`src/logic/system_error_defs.vh`:
```
`ifndef SYSTEM_ERROR_DEFS_VH
`define SYSTEM_ERROR_DEFS_VH
// ----------------------------------------
// error codes, four hex digits
// ----------------------------------------
`define CODE_NONE 16'h0000
`define CODE_HOST_FAULT 16'h0009
`define CODE_PENDANT_DECEL 16'h000a
`define CODE_SETUP 16'h000b
`define CODE_DATA 16'h000c
`define CODE_LOG_CORRUPT 16'h000d
// ----------------------------------------
// stop types and error bit positions
// ----------------------------------------
`define STOP_NONE 2'h0
`define STOP_DECEL 2'h1
`define STOP_EMERG 2'h2
`define ERR_HOST 0
`define ERR_PENDANT 1
`define ERR_SETUP 2
`define ERR_DATA 3
`define ERR_LOG 4
`define ERR_COUNT 5
`define LOG_DEPTH 16
`define LOG_ADDR_W 4
`endif

```
`src/logic/error_log_mem.v`:
```
`include "system_error_defs.vh"
module error_log_mem #(
   parameter DEPTH = `LOG_DEPTH,
   parameter AW = `LOG_ADDR_W
) (
   input wire ref_clk,
   input wire wr_en,
   input wire [AW-1:0] wr_addr,
   input wire [15:0] wr_data,
   input wire [AW-1:0] rd_addr,
   output reg [15:0] rd_data_q
);
   reg [15:0] mem [0:DEPTH-1];
   always @(posedge ref_clk) begin
      if (wr_en) begin
         mem[wr_addr] <= wr_data;
      end
      rd_data_q <= mem[rd_addr];
   end
endmodule

```
`src/logic/system_error_handler.v`:
```
// How it works
// RQ1: host fault raises 0009, emergency stop
// RQ2: host fault cleared only by restart/power
// RQ3: pendant key raises 000A, pendant_decel_request
// RQ4: reset clears pendant error; re-raises if held
// RQ5: new parameters download raises 000B, decel
// RQ6: old parameters stay until power cycle
// RQ7: corrupted block-read data raises 000C, decel
// RQ8: power-on log check; corrupt raises 000D
// RQ9: corrupt log is wiped entirely
// RQ10: log error cleared by reset/restart/power
// RQ11: codes reported as four hex digits
// RQ12: last code held; stop type same cycle
`include "system_error_defs.vh"
module system_error_handler #(
   parameter AW = `LOG_ADDR_W,
   parameter DEPTH = `LOG_DEPTH,
   parameter PW = 16
) (
   input wire ref_clk,
   input wire rst_n,
   input wire host_fault,
   input wire host_restart,
   input wire pendant_decel_request,
   input wire error_reset,
   input wire param_download,
   input wire [PW-1:0] param_new,
   input wire host_block_read,
   input wire block_data_bad,
   input wire log_check_bad,
   input wire [AW-1:0] log_rd_addr,
   output reg [15:0] error_code_q,
   output reg [1:0] stop_type_q,
   output reg [`ERR_COUNT-1:0] error_active_q,
   output reg [PW-1:0] param_active_q,
   output reg log_init_busy_q,
   output wire [15:0] log_rd_data_q
);
   // ----------------------------------------
   // input synchronisers
   // ----------------------------------------
   reg [6:0] s1_q, s2_q;
   always @(posedge ref_clk or negedge rst_n) begin
      if (!rst_n) begin
         s1_q <= 7'h00;
         s2_q <= 7'h00;
      end else begin
         s1_q <= {log_check_bad, block_data_bad, host_block_read, param_download,
                  error_reset, pendant_decel_request, host_fault};
         s2_q <= s1_q;
      end
   end
   wire fault_s = s2_q[0];
   wire pend_s = s2_q[1];
   wire rst_s = s2_q[2];
   wire dl_s = s2_q[3];
   wire rd_s = s2_q[4];
   wire bad_s = s2_q[5];
   wire log_bad_s = s2_q[6];
   reg restart_s1_q, restart_s2_q, rst_prev_q, dl_prev_q, restart_prev_q;
   always @(posedge ref_clk or negedge rst_n) begin
      if (!rst_n) begin
         restart_s1_q <= 1'b0;
         restart_s2_q <= 1'b0;
         rst_prev_q <= 1'b0;
         dl_prev_q <= 1'b0;
         restart_prev_q <= 1'b0;
      end else begin
         restart_s1_q <= host_restart;
         restart_s2_q <= restart_s1_q;
         rst_prev_q <= rst_s;
         dl_prev_q <= dl_s;
         restart_prev_q <= restart_s2_q;
      end
   end
   wire reset_pulse = rst_s & ~rst_prev_q;
   wire restart_pulse = restart_s2_q & ~restart_prev_q;
   wire dl_pulse = dl_s & ~dl_prev_q;
   // ----------------------------------------
   // power-on log check, one shot after reset release
   // ----------------------------------------
   reg [1:0] settle_q;
   reg [AW:0] wipe_cnt_q;
   // the check waits for the synchroniser to fill; earlier it sees only reset zeros
   wire log_event = (settle_q == 2'h2) & log_bad_s; // RQ8
   always @(posedge ref_clk or negedge rst_n) begin
      if (!rst_n) begin
         settle_q <= 2'h0;
         log_init_busy_q <= 1'b0;
         wipe_cnt_q <= {(AW+1){1'b0}};
      end else begin
         if (settle_q != 2'h3) begin
            settle_q <= settle_q + 2'h1;
         end
         if (log_event) begin
            log_init_busy_q <= 1'b1; // RQ9
            wipe_cnt_q <= {(AW+1){1'b0}};
         end else if (log_init_busy_q) begin
            wipe_cnt_q <= wipe_cnt_q + {{AW{1'b0}}, 1'b1};
            if (wipe_cnt_q == DEPTH - 1) begin
               log_init_busy_q <= 1'b0;
            end
         end
      end
   end
   // ----------------------------------------
   // parameter sets: staged value waits for power cycle
   // ----------------------------------------
   // stored copy has no reset so it outlives a power cycle, as flash would
   reg [PW-1:0] param_stored_q = {PW{1'b0}};
   reg param_loaded_q;
   always @(posedge ref_clk) begin
      if (dl_pulse) begin
         param_stored_q <= param_new; // RQ6
      end
   end
   always @(posedge ref_clk or negedge rst_n) begin
      if (!rst_n) begin
         param_active_q <= {PW{1'b0}};
         param_loaded_q <= 1'b0;
      end else begin
         if (!param_loaded_q) begin
            param_active_q <= param_stored_q; // RQ6
            param_loaded_q <= 1'b1;
         end
      end
   end
   // ----------------------------------------
   // error flags: set wins over clear
   // ----------------------------------------
   wire [`ERR_COUNT-1:0] set_v;
   wire [`ERR_COUNT-1:0] clr_v;
   assign set_v[`ERR_HOST] = fault_s; // RQ1
   assign set_v[`ERR_PENDANT] = pend_s; // RQ3 RQ4
   assign set_v[`ERR_SETUP] = dl_pulse; // RQ5
   assign set_v[`ERR_DATA] = rd_s & bad_s; // RQ7
   assign set_v[`ERR_LOG] = log_event;
   assign clr_v[`ERR_HOST] = restart_pulse; // RQ2
   assign clr_v[`ERR_PENDANT] = reset_pulse;
   assign clr_v[`ERR_SETUP] = reset_pulse;
   assign clr_v[`ERR_DATA] = reset_pulse;
   assign clr_v[`ERR_LOG] = reset_pulse | restart_pulse; // RQ10
   genvar gi;
   generate
      for (gi = 0; gi < `ERR_COUNT; gi = gi + 1) begin : g_flag
         always @(posedge ref_clk or negedge rst_n) begin
            if (!rst_n) begin
               error_active_q[gi] <= 1'b0;
            end else if (set_v[gi]) begin
               error_active_q[gi] <= 1'b1;
            end else if (clr_v[gi]) begin
               error_active_q[gi] <= 1'b0;
            end
         end
      end
   endgenerate
   // ----------------------------------------
   // code and stop type
   // ----------------------------------------
   wire [`ERR_COUNT-1:0] rise = set_v & ~error_active_q;
   wire [`ERR_COUNT-1:0] next_act = set_v | (error_active_q & ~clr_v);
   reg [15:0] code_d;
   reg [1:0] stop_d;
   always @* begin
      code_d = error_code_q;
      // lowest code wins when several rise together
      if (rise[`ERR_HOST]) begin
         code_d = `CODE_HOST_FAULT; // RQ11
      end else if (rise[`ERR_PENDANT]) begin
         code_d = `CODE_PENDANT_DECEL;
      end else if (rise[`ERR_SETUP]) begin
         code_d = `CODE_SETUP;
      end else if (rise[`ERR_DATA]) begin
         code_d = `CODE_DATA;
      end else if (rise[`ERR_LOG]) begin
         code_d = `CODE_LOG_CORRUPT;
      end else if (next_act == {`ERR_COUNT{1'b0}}) begin
         code_d = `CODE_NONE;
      end
      if (next_act[`ERR_HOST]) begin
         stop_d = `STOP_EMERG; // RQ1
      end else if (next_act != {`ERR_COUNT{1'b0}}) begin
         stop_d = `STOP_DECEL;
      end else begin
         stop_d = `STOP_NONE;
      end
   end
   // code and stop both register from the same set term, so a raise moves them in the same cycle
   always @(posedge ref_clk or negedge rst_n) begin
      if (!rst_n) begin
         error_code_q <= `CODE_NONE;
         stop_type_q <= `STOP_NONE;
      end else begin
         error_code_q <= code_d; // RQ12
         stop_type_q <= stop_d; // RQ12
      end
   end
   // ----------------------------------------
   // error log: records the winning code of each raise outside a wipe, wiped when corrupt
   // ----------------------------------------
   reg [AW-1:0] log_ptr_q;
   wire any_rise = |rise;
   wire log_we = log_init_busy_q | any_rise;
   wire [AW-1:0] log_wa = log_init_busy_q ? wipe_cnt_q[AW-1:0] : log_ptr_q;
   wire [15:0] log_wd = log_init_busy_q ? `CODE_NONE : code_d;
   always @(posedge ref_clk or negedge rst_n) begin
      if (!rst_n) begin
         log_ptr_q <= {AW{1'b0}};
      end else if (log_init_busy_q) begin
         log_ptr_q <= {AW{1'b0}}; // RQ9
      end else if (any_rise) begin
         log_ptr_q <= log_ptr_q + {{(AW-1){1'b0}}, 1'b1};
      end
   end
   error_log_mem #(.DEPTH(DEPTH), .AW(AW)) u_log (
      .ref_clk(ref_clk),
      .wr_en(log_we),
      .wr_addr(log_wa),
      .wr_data(log_wd),
      .rd_addr(log_rd_addr),
      .rd_data_q(log_rd_data_q)
   );
endmodule

```
`config.mk`:
```
export PLATFORM = sky130hd
export DESIGN_NAME = system_error_handler
export DESIGN_NICKNAME = d
export VERILOG_FILES = /design/src/logic/error_log_mem.v /design/src/logic/system_error_handler.v
export VERILOG_INCLUDE_DIRS = /design/src /design/src/logic
export SDC_FILE = /design/constraint.sdc
export NUM_CORES = 1
export LEC_CHECK = 0
export ABC_AREA = 0
export BUFFER_PORTS_ARGS = -buffer_cell sky130_fd_sc_hd__clkbuf_2
export CAP_MARGIN = 15
export CORE_MARGIN = 3
export CORE_UTILIZATION = 44
export CTS_BUF_LIST = sky130_fd_sc_hd__clkbuf_16
export CTS_CLUSTER_DIAMETER = 60
export DETAILED_ROUTE_END_ITERATION = 16
export HOLD_SLACK_MARGIN = 0.12
export SETUP_SLACK_MARGIN = 0.15
export SYNTH_ARGS = -nofsm -noshare
export SYNTH_HDL_FRONTEND = slang
export SYNTH_SLANG_ARGS = --single-unit
```
`constraint.sdc`:
```
create_clock -name ref_clk -period 5.4 [get_ports ref_clk]
set_input_delay 1.62 -clock ref_clk [delete_from_list [all_inputs] [get_ports ref_clk]]
set_output_delay 1.62 -clock ref_clk [all_outputs]
set_load 0.01 [all_outputs]
```
==> qor.csv <==
stage;metric;value;unit
worst_setup_path;Data required, critical path;5.60;ns
synthesis;Synth Register Bits;359;
worst_setup_path;worst path arrival time;3.57;ns
pwr;Leak;5.65;nW
synthesis;post-synth cell types;61;
cells_and_area;Area growth syn-to-layout;16.3;%
timing;Worst Tran Pin Value;1.04;ns
cells_and_area;Post-Layout Cell Count;1224;
synthesis;fraction of the yosys area taken by sequential cells;0.753;
grt;global-route wire length before repair;43900;microns
route;DRC Markers;0;
timing;Peak Freq;0.297;GHz
worst_setup_path;critical path class;flip-flop to flip-flop;
cells_and_area;multi-input logic area;3220;sq um
cts;CTS sink count;359;
pwr;pwr dens;438;nW/um^2
timing;setup TNS;0;ns
synthesis;Synth Instances;684;
synthesis;synth warn;0;
cts;H-tree depth;2;
timing;Final min period;3.37;ns
floorplan;core area;30100;sq um
synthesis;commonest register cell after synthesis;edfxtp_1;
route;DR vias;6811;
synthesis;Mapped Nets;719;
worst_setup_path;Critical Path Start Type;flip-flop;
timing;Hold Slack;0.346;ns
timing;clk_skew;0.0177;ns
floorplan;die width;182;microns
grt;total global-route track usage;0.176;
synthesis;FFs w/ async S/R, synth;0.198;
status;status;complete, no violations;
grt;Congestion Overflow GR;0;
route;Post-DRT Antenna Nets;0;
cts;post-CTS setup buffer count;0;
cts;TritonCTS clock tree;done;
cells_and_area;share of layout cells above drive strength 1;0.343;
cts;clk buf depth;3;
floorplan;die area;33100;sq um
hold_path;Worst Hold Class;flip-flop to flip-flop;
placed_design;dpl cells;1150;
floorplan;die height;182;microns
worst_setup_path;slowest stage cell on the critical path;dfrtp_1;
grt;largest net degree at the start of global routing;44;
placed_design;Post-DP HPWL;16700;microns
route;1st-pass router iterations;4;
floorplan;Ports;86;
route;Detailed Route Iter0 Violations;498;
cts;post_cts resized;0;
worst_setup_path;Cell Chain, Critical Path;inv_1 -> o32ai_1 -> nand2_1 -> a211oi_2 -> buf_4;
timing;period utilisation layout;0.624;
cells_and_area;diode count;0;
floorplan;Initial Util;0.453;
worst_setup_path;max incr delay on CP;0.75;ns
route;final WL;28400;microns
grt;initial antenna violation count;0;
synthesis;syn avg cell area;19.9;sq um
floorplan;floorplan row count;63;
placed_design;RD Place Congestion;0.723;
cells_and_area;Reg area;10300;sq um
timing;Slew headroom;0.308;
cts;Clk Latency, worst-skew pair;0.51;ns
route;Routed wire per std cell;23.2;microns
cts;Post-CTS Hold Fix Bufs;0;
pwr;Peak supply drop;0.246;mV
worst_setup_path;Max Fanout on Critical Path;20;
synthesis;Cell Area, Synth;13600;sq um
timing;RSZ-0062 raised after global routing;no;
cells_and_area;fin nets;841;
route;Via density;5.56;
cts;root buf cell;clkbuf_16;
run;Max-cap violations;0;
cells_and_area;filler instances;2412;
cts;CTS buffer count;37;
timing;final setup fails;0;
grt;vias in the first global route;7201;
timing;final hold vios;0;
placed_design;PortBufs;85;
timing;Slew Limit Fails;0;
cts;CTS clk-pin slew, worst paths;0.06;ns
worst_setup_path;CP Capture Type;flip-flop;
synthesis;Post-synth EDFFs;272;
[cell type report]
| type | instances | area share |
|---|---|---|
| clock inverters | 30 | 0.0137 |
| flip-flops and latches | 359 | 0.647 |
| repair buffers | 119 | 0.0443 |
| multi-input cells | 278 | 0.203 |
| inverters | 11 | 0.00260 |
| clock buffers | 37 | 0.0584 |
| well taps | 390 | 0.0308 |
[Yosys cell counts (2+ instances only)]
library cell	instances	area [sq um]
buf_1	7	26.3
and2_1	3	18.8
mux4_2	58	1310
xnor2_1	3	26.3
a22oi_1	32	240
ha_1	5	62.6
nor2b_1	4	25.0
o211ai_1	2	15.0
nor2_1	13	48.8
nor3b_1	13	97.6
a211oi_1	10	75.1
o32ai_1	2	17.5
dfrtp_1	71	1780
mux2_2	17	191
mux4_1	6	158
edfxtp_1	272	8170
o21ai_1	2	10.0
nand2_1	34	128
mux2i_1	2	20.0
buf_2	7	35.0
buf_6	8	90.1
o21ai_0	6	30.0
inv_1	11	41.3
nor4b_2	10	150
nand2b_1	3	18.8
buf_4	6	45.0
dfxtp_1	16	320
a21boi_0	2	15.0
clkbuf_1	8	30.0
nand3_1	5	25.0
o22ai_1	2	12.5
a21oi_1	10	50.1
nor3_1	3	15.0
nand4_1	2	12.5
nor2b_4	2	27.5
o21bai_1	2	15.0
[final timing paths]
| path | start | slack (ns) | endpoint | cells after the start |
|---|---|---|---|---|
| setup / recovery | log_init_busy_q | 2.03 | u_log.mem[5][7] | 5 |
| hold / removal | s1_q[6] | 0.35 | s2_q[6] | 0 |
| setup reg to reg | log_init_busy_q | 2.03 | u_log.mem[5][7] | 5 |
| hold reg to reg | s1_q[6] | 0.35 | s2_q[6] | 0 |
| max in group asynchronous | rst_n | 3.23 | error_active_q[4] | 2 |
| min in group asynchronous | rst_n | 1.25 | param_active_q[2] | 1 |
[cells by family (layout without fill, tap and decap cells)]
family | count (synthesis) | in the layout | share of synthesized area
buffers and inverters | 47 | 197 | 0.0196
other | 1 | 1 | 0.000275
muxes | 84 | 84 | 0.124
adders and majority gates | 5 | 5 | 0.00459
and+or+nand+nor | 100 | 100 | 0.0482
xor gates and xnor gates | 4 | 4 | 0.00257
AOI/OAI and AO/OA | 84 | 84 | 0.0480
DFF | 359 | 359 | 0.753
[cell usage in the layout, fill, tap and decap left out, types with 6 or more instances in the layout]
master / synthesis / layout
edfxtp_1: 272 / 272
clkbuf_16: 0 / 37
mux4_1: 6 / 6
dfrtp_1: 71 / 71
o21ai_0: 6 / 6
mux2_2: 17 / 17
a211oi_2: 0 / 8
nand2_1: 34 / 34
clkbuf_2: 0 / 83
buf_4: 6 / 33
inv_1: 11 / 18
clkinv_2: 0 / 6
clkinv_1: 0 / 9
nor4b_2: 10 / 9
nor2_1: 13 / 12
a22oi_1: 32 / 32
mux4_2: 58 / 58
dfxtp_1: 16 / 16
nor3b_1: 13 / 13
[critical path, delay by kind of cell, from the launching register on]
| kind | cells | cell delay [ns] |
|---|---|---|
| compound gates | 2 | 1.24 |
| simple gates | 1 | 0.19 |
| flops | 1 | 0.75 |
| buf+inv | 2 | 0.88 |
[through the flow]
stage | setup slack, ns | power (mW) | utilization | cell area (sq um)
final | 2.03 | 6.95 | 0.527 | 15900
after global routing | 1.78 | 7.26 | 0.527 | 15900
after CTS | 1.97 | 7.03 | 0.524 | 15800
after detailed placement | 1.72 | 4.64 | 0.486 | 14600
after global placement | 1.77 | 4.58 | 0.486 | 14600
after floorplan | 2.50 | 4.18 | - | 13600
[power breakdown]
group	leakage (nW)	internal [mW]	switching [mW]
sequential	3.48	3.41	0.151
combinational	1.58	0.349	0.654
clock	0.591	1.39	0.985
[sequential cells by signal, summed over array words and instances (netlist names), 5 cells and up]
| name | cells |
|---|---|
| error_active_q | 5 |
| error_code_q | 16 |
| param_active_q | 16 |
| param_stored_q | 16 |
| s1_q | 7 |
| s2_q | 7 |
| u_log.mem | 256 |
| u_log.rd_data_q | 16 |
| wipe_cnt_q | 5 |
[per-layer routing]
layer  global-route usage  part of all wire
met1                0.244              0.42
met4               0.0430             0.018
met5                    0                 0
met3               0.0395             0.072
met2                0.286              0.49
Power figures use the tool's default switching activity.
